<file path="src/logic/alert_regs_map.svh">
// Purpose: offsets, field positions, resets and timing for the alert/timer register slice
// Assumes: 40 MHz clock
// Notes: definitions only
`ifndef ALERT_REGS_MAP_SVH
`define ALERT_REGS_MAP_SVH
`define OFF_ALERT_MASK_SECOND 8'h75
`define OFF_VOLTAGE_LOW_BITS 8'h76
`define OFF_TEMPERATURE_LOW_BITS 8'h77
`define OFF_THIRD_CONFIGURATION 8'h78
`define OFF_OVERHEAT_TIMER_STATUS 8'h79
`define RST_ALERT_MASK_SECOND 8'h00
`define RST_THIRD_CONFIGURATION 8'h00
`define RST_OVERHEAT_TIMER_STATUS 8'h00
`define MASK2_WRITABLE 8'hfc
`define BIT_OVERTEMP_MASK 1
`define BIT_FAN_MASK_LO 2
`define BIT_FOURTH_MASK 5
`define BIT_DIODE_MASK_LO 6
`define BIT_ALERT_ENABLE 0
`define BIT_TIMER_ENABLE 1
`define BIT_BOOST 2
`define BIT_FAST 3
`define BIT_CONT_LO 4
`define BIT_GATE_OOL 7
`define STEP_NS 22760000
`define CLK_PERIOD_NS 25
`define STEP_CYCLES (`STEP_NS / `CLK_PERIOD_NS)
`define LIMIT_ZERO 8'h00
`define PIN_FUNC_OVERHEAT 2'h1
`endif

</file>
<file path="src/logic/alert_pkg.sv">
// Purpose: shared types for the alert/timer register slice
// Assumes: nothing
// Notes: constants live in alert_regs_map.svh
package alert_pkg;
   typedef enum logic [2:0] {
      T_IDLE = 3'h1,
      T_RUN = 3'h2,
      T_HOLD = 3'h4
   } timer_state_e;
endpackage : alert_pkg

</file>
<file path="src/logic/freeze_if.sv">
// Purpose: carries the freeze handshake between the register file and the capture unit
// Assumes: single clock
// Notes: none
`timescale 1ns/1ps
interface freeze_if;
   logic freezeSet;
   logic freezeClear;
   logic frozen;
   modport ctrl (output freezeSet, output freezeClear, input frozen);
   modport unit (input freezeSet, input freezeClear, output frozen);
endinterface : freeze_if

</file>
<file path="src/logic/reading_freeze.sv">
// Purpose: holds 10-bit readings, frozen between low-bit read and high-byte read
// Assumes: readings synchronous to clock
// Notes: freeze is set on low-bit read, cleared by high-byte read
`timescale 1ns/1ps
module reading_freeze #(
   parameter int CHANNELS = 2
) (
   // Clock and reset
   input wire logic clock,
   input wire logic sys_rst,
   // Live and held readings
   input wire logic [CHANNELS*10-1:0] live,
   output logic [CHANNELS*10-1:0] held,
   // Freeze control
   freeze_if.unit fz
);
   // hold while frozen
   always_ff @(posedge clock or posedge sys_rst) begin
      if (sys_rst) begin
         held <= '0;
      end else if (!fz.frozen) begin
         held <= live;
      end
   end
   // Set wins over clear so a fresh low-bit read is never lost
   always_ff @(posedge clock or posedge sys_rst) begin
      if (sys_rst) begin
         fz.frozen <= 1'b0;
      end else if (fz.freezeSet) begin
         fz.frozen <= 1'b1;
      end else if (fz.freezeClear) begin
         fz.frozen <= 1'b0;
      end
   end
   // no update while frozen
   chk_frozen_holds: assert property (@(posedge clock) disable iff (sys_rst)
      fz.frozen && !fz.freezeClear |=> $stable(held))
      else $error("held reading changed while frozen");
endmodule : reading_freeze

</file>
<file path="src/logic/overheat_timer.sv">
// Purpose: times overheat input assertion in 22.76 ms steps
// Assumes: input already synchronous
// Notes: count saturates at all ones
`timescale 1ns/1ps
`include "alert_regs_map.svh"
module overheat_timer
   import alert_pkg::*;
#(
   parameter int STEP_CYCLES = `STEP_CYCLES
) (
   // Clock and reset
   input wire logic clock,
   input wire logic sys_rst,
   // Control
   input wire logic enable,
   input wire logic overheatActive,
   // Result
   output logic [7:0] duration,
   output logic assertPulse
);
   timer_state_e state;
   logic [31:0] stepCount;
   logic lastActive;
   always_ff @(posedge clock or posedge sys_rst) begin
      if (sys_rst) begin
         lastActive <= 1'b0;
      end else begin
         lastActive <= overheatActive && enable;
      end
   end
   assign assertPulse = overheatActive && enable && !lastActive;
   // step counter per 22.76 ms
   always_ff @(posedge clock or posedge sys_rst) begin
      if (sys_rst) begin
         state <= T_IDLE;
         stepCount <= '0;
         duration <= 8'h00;
      end else begin
         unique case (state)
            T_IDLE: begin
               stepCount <= '0;
               if (assertPulse) begin
                  duration <= 8'h00;
                  state <= T_RUN;
               end
            end
            T_RUN: begin
               if (!(overheatActive && enable)) begin
                  state <= T_HOLD;
               end else if (stepCount == 32'(STEP_CYCLES - 1)) begin
                  stepCount <= '0;
                  if (duration != 8'hff) begin
                     duration <= duration + 8'h01;
                  end
               end else begin
                  stepCount <= stepCount + 32'h1;
               end
            end
            T_HOLD: begin
               stepCount <= '0;
               if (assertPulse) begin
                  duration <= 8'h00;
                  state <= T_RUN;
               end
            end
         endcase
      end
   end
endmodule : overheat_timer

</file>
<file path="src/logic/alert_mask_overheat_timer_regs.sv">
// Purpose: alert mask 2, extended resolution, config 3 and overheat timer registers
// Assumes: register port is a simple synchronous read/write strobe interface
// Notes: read data and all outputs are registered
`timescale 1ns/1ps
`include "alert_regs_map.svh"

// What this block does
// Overtemp mask bit 1 read-only, masks alert; here it stays 0, so overtemp reaches the alert unless the gate bit blocks it
// Bits 2-4 mask fan 1-3 faults
// Bit 5 masks fan4 or timer event
// Bits 6-7 mask remote diode faults
// Voltage low bits at 3:2 and 5:4
// Temperature low bits at 3:2,5:4,7:6
// Low-bit read freezes until high-byte read
// Config bit 0 makes second_fan_fault_mask pin alert
// Config bit 1 enables overheat timer
// Boost drives fans max on overheat
// Fast bit gives 250 ms tach rate
// Bits 4-7 select continuous dc tach
// Lock bit makes config read-only
// Timer bit 0 set on assert, read-clears
// Bits 7:1 zero until 45.52 ms
// 8-bit count, 22.76 ms step
// Timer limit exceeded sets fourth status
// Gate bit blocks second-status alerts
// Alert on any unmasked pending status
module alert_mask_overheat_timer_regs
   import alert_pkg::*;
#(
   parameter int STEP_CYCLES = `STEP_CYCLES
) (
   // Clock and reset
   input wire logic clock,
   input wire logic sys_rst,
   // Register port
   input wire logic regWrite,
   input wire logic regRead,
   input wire logic [7:0] regAddr,
   input wire logic [7:0] regWdata,
   output logic [7:0] regRdata,
   // Neighbouring registers
   input wire logic configLock,
   input wire logic secondStatusGate,
   input wire logic [1:0] sharedPinFunction,
   input wire logic [7:0] overheatDurationLimit,
   input wire logic highByteRead,
   // Measurement readings
   input wire logic [19:0] voltageReadings,
   input wire logic [29:0] temperatureReadings,
   output logic [15:0] voltageHigh,
   output logic [23:0] temperatureHigh,
   // Events
   input wire logic overheatPinIn,
   input wire logic overtempEvent,
   input wire logic [3:0] fanFault,
   input wire logic [1:0] diodeFault,
   input wire logic firstStatusAlert,
   // Outputs to fan and alert logic
   output logic alertOut,
   output logic alertPinMode,
   output logic fansToMax,
   output logic fastTach,
   output logic [3:0] continuousTach,
   output logic fourthOrTimerStatus
);
   logic [7:0] alertMaskSecond;
   logic [7:0] thirdConfiguration;
   logic [7:0] timerStatus;
   logic [19:0] voltageHeld;
   logic [29:0] temperatureHeld;
   logic [7:0] duration;
   logic assertPulse;
   logic timerMode;
   logic limitHit;
   logic overtempLatched;
   logic [7:0] next_rdata;
   logic pendingUnmasked;
   freeze_if voltFz ();
   freeze_if tempFz ();

   ////////////////////////////////////////////////////////////////////////////
   // Freeze of the 10-bit readings
   // freeze on low-bit read
   assign voltFz.freezeSet = regRead && regAddr == `OFF_VOLTAGE_LOW_BITS;
   assign voltFz.freezeClear = highByteRead;
   assign tempFz.freezeSet = regRead && regAddr == `OFF_TEMPERATURE_LOW_BITS;
   assign tempFz.freezeClear = highByteRead;

   reading_freeze #(.CHANNELS(2)) voltFreeze (
      .clock(clock),
      .sys_rst(sys_rst),
      .live(voltageReadings),
      .held(voltageHeld),
      .fz(voltFz.unit)
   );
   reading_freeze #(.CHANNELS(3)) tempFreeze (
      .clock(clock),
      .sys_rst(sys_rst),
      .live(temperatureReadings),
      .held(temperatureHeld),
      .fz(tempFz.unit)
   );

   always_ff @(posedge clock or posedge sys_rst) begin
      if (sys_rst) begin
         voltageHigh <= '0;
         temperatureHigh <= '0;
      end else begin
         voltageHigh <= {voltageHeld[19:12], voltageHeld[9:2]};
         temperatureHigh <= {temperatureHeld[29:22], temperatureHeld[19:12], temperatureHeld[9:2]};
      end
   end

   ////////////////////////////////////////////////////////////////////////////
   // Writable registers
   // overtemp mask bit not writable
   always_ff @(posedge clock or posedge sys_rst) begin
      if (sys_rst) begin
         alertMaskSecond <= `RST_ALERT_MASK_SECOND;
      end else if (regWrite && regAddr == `OFF_ALERT_MASK_SECOND) begin
         alertMaskSecond <= regWdata & `MASK2_WRITABLE;
      end
   end

   // locked config ignores writes
   always_ff @(posedge clock or posedge sys_rst) begin
      if (sys_rst) begin
         thirdConfiguration <= `RST_THIRD_CONFIGURATION;
      end else if (regWrite && regAddr == `OFF_THIRD_CONFIGURATION && !configLock) begin
         thirdConfiguration <= regWdata;
      end
   end

   ////////////////////////////////////////////////////////////////////////////
   // Overheat timer
   // timer needs enable and pin function
   assign timerMode = thirdConfiguration[`BIT_TIMER_ENABLE] && sharedPinFunction == `PIN_FUNC_OVERHEAT;

   overheat_timer #(.STEP_CYCLES(STEP_CYCLES)) timer (
      .clock(clock),
      .sys_rst(sys_rst),
      .enable(timerMode),
      .overheatActive(overheatPinIn),
      .duration(duration),
      .assertPulse(assertPulse)
   );

   // set on assert, clear on read; set wins
   // upper bits zero until two steps
   always_ff @(posedge clock or posedge sys_rst) begin
      if (sys_rst) begin
         timerStatus <= `RST_OVERHEAT_TIMER_STATUS;
      end else if (assertPulse) begin
         timerStatus <= 8'h01;
      end else if (duration >= 8'h02 && timerMode && overheatPinIn) begin
         // Count copied only while asserted, so a read after release still clears
         timerStatus <= duration;
      end else if (regRead && regAddr == `OFF_OVERHEAT_TIMER_STATUS) begin
         timerStatus <= 8'h00;
      end
   end

   // limit zero trips on assertion
   assign limitHit = timerMode && ((overheatDurationLimit == `LIMIT_ZERO && assertPulse)
      || (overheatDurationLimit != `LIMIT_ZERO && duration > overheatDurationLimit));

   always_ff @(posedge clock or posedge sys_rst) begin
      if (sys_rst) begin
         fourthOrTimerStatus <= 1'b0;
         overtempLatched <= 1'b0;
      end else begin
         fourthOrTimerStatus <= limitHit || (!timerMode && fanFault[3]);
         overtempLatched <= overtempEvent;
      end
   end

   ////////////////////////////////////////////////////////////////////////////
   // Alert combining
   // fan masks
   // fourth fan or timer mask
   // diode masks
   // second-status gate
   // any unmasked pending
   always_comb begin
      pendingUnmasked = 1'b0;
      if (!secondStatusGate) begin
         pendingUnmasked = (overtempLatched && !alertMaskSecond[`BIT_OVERTEMP_MASK])
            || |(fanFault[2:0] & ~alertMaskSecond[`BIT_FAN_MASK_LO +: 3])
            || (fourthOrTimerStatus && !alertMaskSecond[`BIT_FOURTH_MASK])
            || |(diodeFault & ~alertMaskSecond[`BIT_DIODE_MASK_LO +: 2]);
      end
      pendingUnmasked = pendingUnmasked || firstStatusAlert;
   end

   // alert pin mode
   // boost on overheat
   // fast tach
   // continuous dc tach
   always_ff @(posedge clock or posedge sys_rst) begin
      if (sys_rst) begin
         alertOut <= 1'b0;
         alertPinMode <= 1'b0;
         fansToMax <= 1'b0;
         fastTach <= 1'b0;
         continuousTach <= 4'h0;
      end else begin
         alertOut <= pendingUnmasked && thirdConfiguration[`BIT_ALERT_ENABLE];
         alertPinMode <= thirdConfiguration[`BIT_ALERT_ENABLE];
         fansToMax <= thirdConfiguration[`BIT_BOOST] && sharedPinFunction == `PIN_FUNC_OVERHEAT && overheatPinIn;
         fastTach <= thirdConfiguration[`BIT_FAST];
         continuousTach <= thirdConfiguration[`BIT_CONT_LO +: 4];
      end
   end

   ////////////////////////////////////////////////////////////////////////////
   // Read path
   // voltage low bits
   // temperature low bits
   always_comb begin
      next_rdata = 8'h00;
      unique case (regAddr)
         `OFF_ALERT_MASK_SECOND: next_rdata = alertMaskSecond;
         `OFF_VOLTAGE_LOW_BITS: next_rdata = {2'h0, voltageHeld[11:10], voltageHeld[1:0], 2'h0};
         `OFF_TEMPERATURE_LOW_BITS: next_rdata = {temperatureHeld[21:20], temperatureHeld[11:10],
            temperatureHeld[1:0], 2'h0};
         `OFF_THIRD_CONFIGURATION: next_rdata = thirdConfiguration;
         `OFF_OVERHEAT_TIMER_STATUS: next_rdata = timerStatus;
         default: next_rdata = 8'h00;
      endcase
   end

   always_ff @(posedge clock or posedge sys_rst) begin
      if (sys_rst) begin
         regRdata <= 8'h00;
      end else if (regRead) begin
         regRdata <= next_rdata;
      end
   end

   ////////////////////////////////////////////////////////////////////////////
   // Checks
   chk_mask_bit_ro: assert property (@(posedge clock) disable iff (sys_rst)
      alertMaskSecond[`BIT_OVERTEMP_MASK] == 1'b0)
      else $error("overtemp mask bit became set");
   chk_lock_blocks_write: assert property (@(posedge clock) disable iff (sys_rst)
      configLock |=> $stable(thirdConfiguration))
      else $error("third configuration changed while locked");
   chk_assert_sets_flag: assert property (@(posedge clock) disable iff (sys_rst)
      assertPulse |=> timerStatus == 8'h01)
      else $error("assert flag not set");
   chk_read_clears: assert property (@(posedge clock) disable iff (sys_rst)
      regRead && regAddr == `OFF_OVERHEAT_TIMER_STATUS && !assertPulse
      && !(duration >= 8'h02 && timerMode && overheatPinIn) |=> timerStatus == 8'h00)
      else $error("timer status not cleared by read");
   chk_upper_zero: assert property (@(posedge clock) disable iff (sys_rst)
      duration < 8'h02 |-> timerStatus[7:1] == 7'h00)
      else $error("timer upper bits set too early");
   chk_gate_blocks: assert property (@(posedge clock) disable iff (sys_rst)
      secondStatusGate && !firstStatusAlert |=> !alertOut)
      else $error("alert despite gate");
   chk_alert_enable: assert property (@(posedge clock) disable iff (sys_rst)
      !thirdConfiguration[`BIT_ALERT_ENABLE] |=> !alertOut)
      else $error("alert without pin enabled");
   chk_boost_max: assert property (@(posedge clock) disable iff (sys_rst)
      thirdConfiguration[`BIT_BOOST] && sharedPinFunction == `PIN_FUNC_OVERHEAT && overheatPinIn |=> fansToMax)
      else $error("boost did not drive fans");
   chk_fast_follow: assert property (@(posedge clock) disable iff (sys_rst)
      ##1 fastTach == $past(thirdConfiguration[`BIT_FAST]))
      else $error("fast tach not following config");
   chk_limit_zero: assert property (@(posedge clock) disable iff (sys_rst)
      timerMode && overheatDurationLimit == `LIMIT_ZERO && assertPulse |=> fourthOrTimerStatus)
      else $error("zero limit did not trip");
   cov_timer_run: cover property (@(posedge clock) disable iff (sys_rst) duration == 8'h03);
   cov_freeze: cover property (@(posedge clock) disable iff (sys_rst) tempFz.freezeSet ##[1:20] highByteRead);
   cov_alert: cover property (@(posedge clock) disable iff (sys_rst) alertOut);
endmodule : alert_mask_overheat_timer_regs

</file>
<file path="config.mk">
export PLATFORM = sky130hd
export DESIGN_NAME = alert_mask_overheat_timer_regs
export DESIGN_NICKNAME = d
export VERILOG_FILES = /design/src/logic/alert_pkg.sv /design/src/logic/freeze_if.sv /design/src/logic/reading_freeze.sv /design/src/logic/overheat_timer.sv /design/src/logic/alert_mask_overheat_timer_regs.sv
export VERILOG_INCLUDE_DIRS = /design/src /design/src/logic
export SDC_FILE = /design/constraint.sdc
export NUM_CORES = 1
export LEC_CHECK = 0
export BUFFER_PORTS_ARGS = -buffer_cell sky130_fd_sc_hd__clkbuf_2
export CORE_MARGIN = 2
export CORE_UTILIZATION = 23
export CTS_BUF_LIST = sky130_fd_sc_hd__clkbuf_16
export CTS_CLUSTER_SIZE = 16
export DETAILED_ROUTE_END_ITERATION = 6
export PLACE_DENSITY = 0.42
export SETUP_SLACK_MARGIN = 0.1
export SKIP_CTS_REPAIR_TIMING = 1
export SYNTH_ARGS = -nofsm -noshare
export SYNTH_HDL_FRONTEND = slang
export SYNTH_SLANG_ARGS = --single-unit
</file>
<file path="constraint.sdc">
create_clock -name clock -period 6.25 [get_ports clock]
set_clock_uncertainty 0.2 [all_clocks]
set_input_delay 0.625 -clock clock [delete_from_list [all_inputs] [get_ports clock]]
set_output_delay 0.625 -clock clock [all_outputs]
set_load 0.02 [all_outputs]
</file>
# After elaboration in Yosys (flattened, before gate mapping)
# Index checks and enable logic that the tools add are counted.
# op_classes
addsub,2
mul,0
div_mod_pow,0
magnitude_cmp,2
eq_ne,16
n_shift,0
muxes,19
n_bitwise,4
reduce_logical,39
# op_table
operator,count
32-bit two-way mux,2
32-bit case mux with 2 select lines,1
8-bit two-way mux,7
8-bit by 7-bit equality test with 1-bit output (second input constant),5
8-bit case mux with 5 select lines,1
32-bit by 1-bit adder with 32-bit output (second input constant),1
32-bit by 20-bit equality test with 1-bit output (second input constant),1
1-bit logical AND,19
8-bit case mux with 2 select lines,1
8-bit by 1-bit adder with 8-bit output (second input constant),1
8-bit by 2-bit >= comparator with 1-bit output (second input constant),1
8-bit > comparator,1
8-bit zero test,1
2-bit by 1-bit != test with 1-bit output (second input constant),4
8-bit != test (second input constant),1
8-bit nonzero test,1
1-bit logical OR,6
3-bit two-way mux,2
3-bit case mux with 2 select lines,1
1-bit zero test,4
1-bit two-way mux,4
4-bit AND reduction,1
2-bit nonzero test,2
2-bit OR reduction,2
other kinds (12),12
# word_totals
register_bits,176
latch_bits,0
ram_bits,0
mem_bits_ro,0
in_bits,92
out_inout_bits,57
word_cells,103
n_memories,0

# Logic depth before layout (Yosys ltp)
# depth
ltp_word,9
mapped_depth,8
ltp_nobuf,8

# Modules after synthesis
# A second synthesis with hierarchy kept.
# unflattened
hier_cells,623
area_unflattened_um2,7548.5
# modules_own_cells
module,n_inst,cells_each,area_each_um2,seq_area_each_um2
alert_mask_overheat_timer_regs,1,239,3111.7,2001.9
overheat_timer,1,271,2414.8,1102.3
reading_freeze at tempFreeze,1,67,1162.4,775.7
reading_freeze at voltFreeze,1,46,859.6,525.5

# Worst setup path before layout
# Ideal clock, no wire load.
# synth_timing
path_type,input to register
start,input regAddr[7]
end,register alertMaskSecond[2]
setup_ns,0.125
arrival_time_ns,2.046
required_time_ns,5.925
setup_slack_ns,3.880
path_stages,5
n_path_buf,0
cell_sequence,nand4b_1 > nor3b_1 > and3b_1 > nand2_1 > mux2_2
# synth_via
elab_chain_len,2
# synth_lines
item,line_no,rtl
"start, declared",alert_mask_overheat_timer_regs.sv:38,"input wire logic [7:0] regAddr,"
8-bit by 7-bit equality test with 1-bit output,n/a,
1-bit logical AND (no source line),n/a,
"end signal, assigned",alert_mask_overheat_timer_regs.sv:119,alertMaskSecond <= `RST_ALERT_MASK_SECOND;
"end signal, assigned",alert_mask_overheat_timer_regs.sv:121,alertMaskSecond <= regWdata & `MASK2_WRITABLE;
"end, declared",alert_mask_overheat_timer_regs.sv:66,logic [7:0] alertMaskSecond;
# Every way passes these cells.
# A chain may end at the register's enable or synchronous reset.

# Worst setup path in the final report
# layout_timing
start,register timer.duration[0]
end,register timerStatus[5]
# layout_via
elab_chain_len,5
word_cells_on_any_way,6
cone_classes,order compare: 1; mux: 2; reduce/logical: 3
# layout_lines
item,line_no,rtl
"start, declared",overheat_timer.sv:18,"output logic [7:0] duration,"
"start signal, assigned",overheat_timer.sv:53,duration <= duration + 8'h01;
8-bit by 2-bit >= comparator with 1-bit output *,alert_mask_overheat_timer_regs.sv:155,end else if (duration >= 8'h02 && timerMode && overheatPinIn) begin
1-bit logical AND * (2 in series),alert_mask_overheat_timer_regs.sv:155,
8-bit two-way mux,alert_mask_overheat_timer_regs.sv:155,
8-bit two-way mux,alert_mask_overheat_timer_regs.sv:153,end else if (assertPulse) begin
"end signal, assigned",alert_mask_overheat_timer_regs.sv:152,timerStatus <= `RST_OVERHEAT_TIMER_STATUS;
"end signal, assigned",alert_mask_overheat_timer_regs.sv:157,timerStatus <= duration;
"end, declared",alert_mask_overheat_timer_regs.sv:68,logic [7:0] timerStatus;
# Mark *: on every way between the ends. The rest lies on a longest branch, timed or not.

==> run_results.csv <==
group,metric,value,unit
yosys,synth_simple_gate_area_frac,0.1263,
finish,final_net_count,828,
yosys,synth_top_area_frac,0.6095,
drt,post_drt_wl_per_cell,15.27,µm
clock_network,cts.sink_count,176,
placed_design,gpl.final_weighted_congestion,0.7181,
floorplan,die-width,180.7,µm
floorplan,fp.dieArea,32670,µm²
finish,layout.cells.most_common_list,"sky130_fd_sc_hd__dfrtp_1, sky130_fd_sc_hd__clkbuf_2, sky130_fd_sc_hd__mux2_2",
drt,vias_per_cell,4.205,
timing,finish_stage_setup_viols,0,
finish,fill_cells,3164,
finish,multiInputGateArea,2610,µm²
finish,stdcell_area,8989,µm²
placed_design,place_ws,3346,ps
setup_path,critical-path-top-delay-family,"compound AO/OA/AOI/OAI gates",
global_routing,global_route_wire_length_before_repair,27980,µm
placed_design,place.port_buffers,148,
clock_network,clk_latency,430,ps
global_routing,overall_global_routing_usage,0.1093,
timing,rsz0062_at_grt,"no",
clock_network,clkTransAtPathRegs,80,ps
drt,drt_first_iter_violations,240,
placed_design,post-dp-hpwl,12510,µm
clock_network,cts.root.buffer_cell,"sky130_fd_sc_hd__clkbuf_16",
outcome,status,"completed",
floorplan,core_area,30670,µm²
setup_path,startpoint_type,"register",
clock_network,tritoncts,"built",
drt,route.final.wire_length,17310,µm
global_routing,total_grt_overflow,0,
yosys,synth.area.mux_share,0.1137,
yosys,synth_compound_area_frac,0.06757,
timing,timing.final.max_slew_violations,0,
setup_path,critPathKind,"register to register",
placed_design,postPlaceCellArea,8373,µm²
yosys,synth_area_leaders,"sky130_fd_sc_hd__dfrtp_1, sky130_fd_sc_hd__mux2_2, sky130_fd_sc_hd__nor2_1",
timing,max_freq,394.7,MHz
power_and_ir_drop,ir_worst_vdd,0.0001655,V
clock_network,max-clock-path-buffers,2,
finish,layout-drive-gt1-share,0.3659,
finish,layout.cells.most_common,"sky130_fd_sc_hd__dfrtp_1",
yosys,yosys.area_share.adder,0.01916,
yosys,synthXorXnorAreaFrac,0.03657,
setup_path,cpMaxStageDelayCell,"sky130_fd_sc_hd__a311oi_1",
clock_network,numCtsBuffers,17,
yosys,synth_async_sr_flop_share,1.000,
drt,vias_post_dr,4768,
yosys,synth-warning-count,0,
setup_path,worstPathMaxFanout,8,
floorplan,initial_core_util,0.2343,
power_and_ir_drop,p_per_area,270.7,nW/µm²
floorplan,num_io_pins,149,
setup_path,critical_path_sink_type,"register",
yosys,synthesis.area_per_instance,12.56,µm²
timing,finalHoldViolations,0,
floorplan,core.rowCount,64,
setup_path,worst_setup_path_startpoint,"timer.duration[0]$_DFFE_PP0P_",
drt,detail_route.first_pass.iterations,4,
finish,utilization,0.2931,
setup_path,ff2ff_setup_slack,3720,ps
yosys,number_of_distinct_standard_cells_referenced_by_the_synthesized_netlist,58,
setup_path,crit_path_max_incr_delay,830,ps
run,max-cap-violations,0,
drt,antenna_violating_nets_post_route,0,
timing,fin_crit_sh,0.4054,
setup_path,r2r_end,"timerStatus[5]$_DFFE_PP0P_",
floorplan,die_h,180.7,µm
setup_path,rr_startpoint,"timer.duration[0]$_DFFE_PP0P_",
yosys,yosys_reg_bits,176,
setup_path,reg2reg_depth,6,
timing,setup_slack_of_the_critical_path_after_layout,3716,ps
yosys,synth_enable_flop_cells,0,
min_path,hold_path.class,"input port to async pin",
finish,final-seq-area,4405,µm²
yosys,synth.largest_area_cell,"sky130_fd_sc_hd__dfrtp_1",
setup_path,worstPathRequired,6410,ps
global_routing,largest_net_degree_at_the_start_of_global_routing,71,
finish,antenna_cells,0,
finish,synth_to_final_area_change,25.11,%
timing,final.min_clock_period,2534,ps
timing,timing.setup.tns,0,ps
global_routing,grt_antenna_before_repair,1,
yosys,synthesis.nets,675,
timing,hold_ws,29.74,ps
setup_path,critical_path_arrival,2700,ps
yosys,synth_top_flop_cell,"sky130_fd_sc_hd__dfrtp_1",
clock_network,ctsHtreeMaxLevel,4,
yosys,netlist_area,7184,µm²
global_routing,grt_pass1_vias,4984,
timing,worst_pin_slew,1056,ps
setup_path,cp.buffers_inverters,1,
yosys,dominant_combinational_cell_family_by_area_after_synthesis,"simple AND/OR/NAND/NOR gates",
drt,post-route-drc-count,0,
setup_path,crit_chain,"inv_1 -> ha_1 -> nor4_1 -> a21oi_1 -> a311oi_1 -> a22o_1",
yosys,postSynthCellCount,572,
timing,maxSlewHeadroom,0.2912,
power_and_ir_drop,static_leak,0.004135,µW
yosys,yosysSeqAreaShare,0.6132,
[cells by family after synthesis]
logic type               count (synthesis)
multiplexers                            73
flip-flops                             176
XOR/XNOR                                30
adder cells (fa/ha/maj)                 11
AO/OA/AOI/OAI                           71
AND/OR/NAND/NOR                        170
buffers and inverters                   41
[routing by layer]
layer,vias to the layer above,GRT usage,share of wire
li1,2316,-,-
met1,2312,0.1487,0.48
met2,117,0.1702,0.45
met3,21,0.02782,0.048
met4,2,0.03484,0.016
met5,-,0,0.00075
[synth_stat cells, types with 3 or more instances]
| master | instances |
|---|---|
| sky130_fd_sc_hd__mux2i_1 | 4 |
| sky130_fd_sc_hd__xor2_1 | 22 |
| sky130_fd_sc_hd__nor3_1 | 9 |
| sky130_fd_sc_hd__a21oi_1 | 17 |
| sky130_fd_sc_hd__nand3_1 | 20 |
| sky130_fd_sc_hd__a222oi_1 | 3 |
| sky130_fd_sc_hd__nand2_1 | 28 |
| sky130_fd_sc_hd__buf_1 | 4 |
| sky130_fd_sc_hd__inv_1 | 23 |
| sky130_fd_sc_hd__o31ai_1 | 3 |
| sky130_fd_sc_hd__nand2b_1 | 3 |
| sky130_fd_sc_hd__clkbuf_1 | 9 |
| sky130_fd_sc_hd__a22o_1 | 11 |
| sky130_fd_sc_hd__nor4_1 | 5 |
| sky130_fd_sc_hd__dfrtp_1 | 175 |
| sky130_fd_sc_hd__o21ai_0 | 21 |
| sky130_fd_sc_hd__and3_1 | 9 |
| sky130_fd_sc_hd__ha_1 | 11 |
| sky130_fd_sc_hd__nor2b_1 | 7 |
| sky130_fd_sc_hd__mux2_2 | 69 |
| sky130_fd_sc_hd__nor2_1 | 53 |
| sky130_fd_sc_hd__nand4_1 | 13 |
| sky130_fd_sc_hd__xnor2_1 | 8 |
[how the worst max path moves through the flow]
stage,slack [ps],cells after the start,to
5_1_grt,3490,6,timerStatus[4]$_DFFE_PP0P_
3_3_place_gp,3330,8,timer.stepCount[30]$_DFFE_PP0N_
4_1_cts,3680,6,timer.duration[7]$_DFFE_PP0P_
3_5_place_dp,3350,8,timer.stepCount[30]$_DFFE_PP0N_
2_1_floorplan,650,1,alertMaskSecond[2]$_DFFE_PP0P_
6_report,3720,6,timerStatus[5]$_DFFE_PP0P_
[report_power, final]
group	total, µW	internal, µW	switching [µW]	leakage (µW)
combinational	142	57.9	84.4	0.00161
clock	1100	578	519	0.000300
sequential	1190	1180	17.3	0.00223
total	2430	1810	620	0.00414
[area by class of cell]
class	instances	share of cell area
Sequential cell	176	0.4901
Multi-Input combinational cell	355	0.2904
Timing Repair Buffer	152	0.08575
Tap cell	396	0.05512
Clock buffer	17	0.04733
Clock inverter	15	0.02116
Inverter	23	0.01016
[per-stage QoR]
step | cells | power [µW]
after global placement | 1102 | 1364
final | 1134 | 2433
after detailed placement | 1102 | 1363
after CTS | 1134 | 2478
after global routing | 1134 | 2543
after floorplan | 572 | 1291
[registers in the layout (all words and copies together) (netlist names), 3 cells and up]
name,cells
continuousTach,4
voltFreeze.held,20
alertMaskSecond,6
timer.stepCount,32
temperatureHigh,24
voltageHigh,16
timerStatus,8
timer.duration,8
thirdConfiguration,8
timer.state,3
tempFreeze.held,30
regRdata,8
No activity file was read; power rests on OpenSTA's default activity.
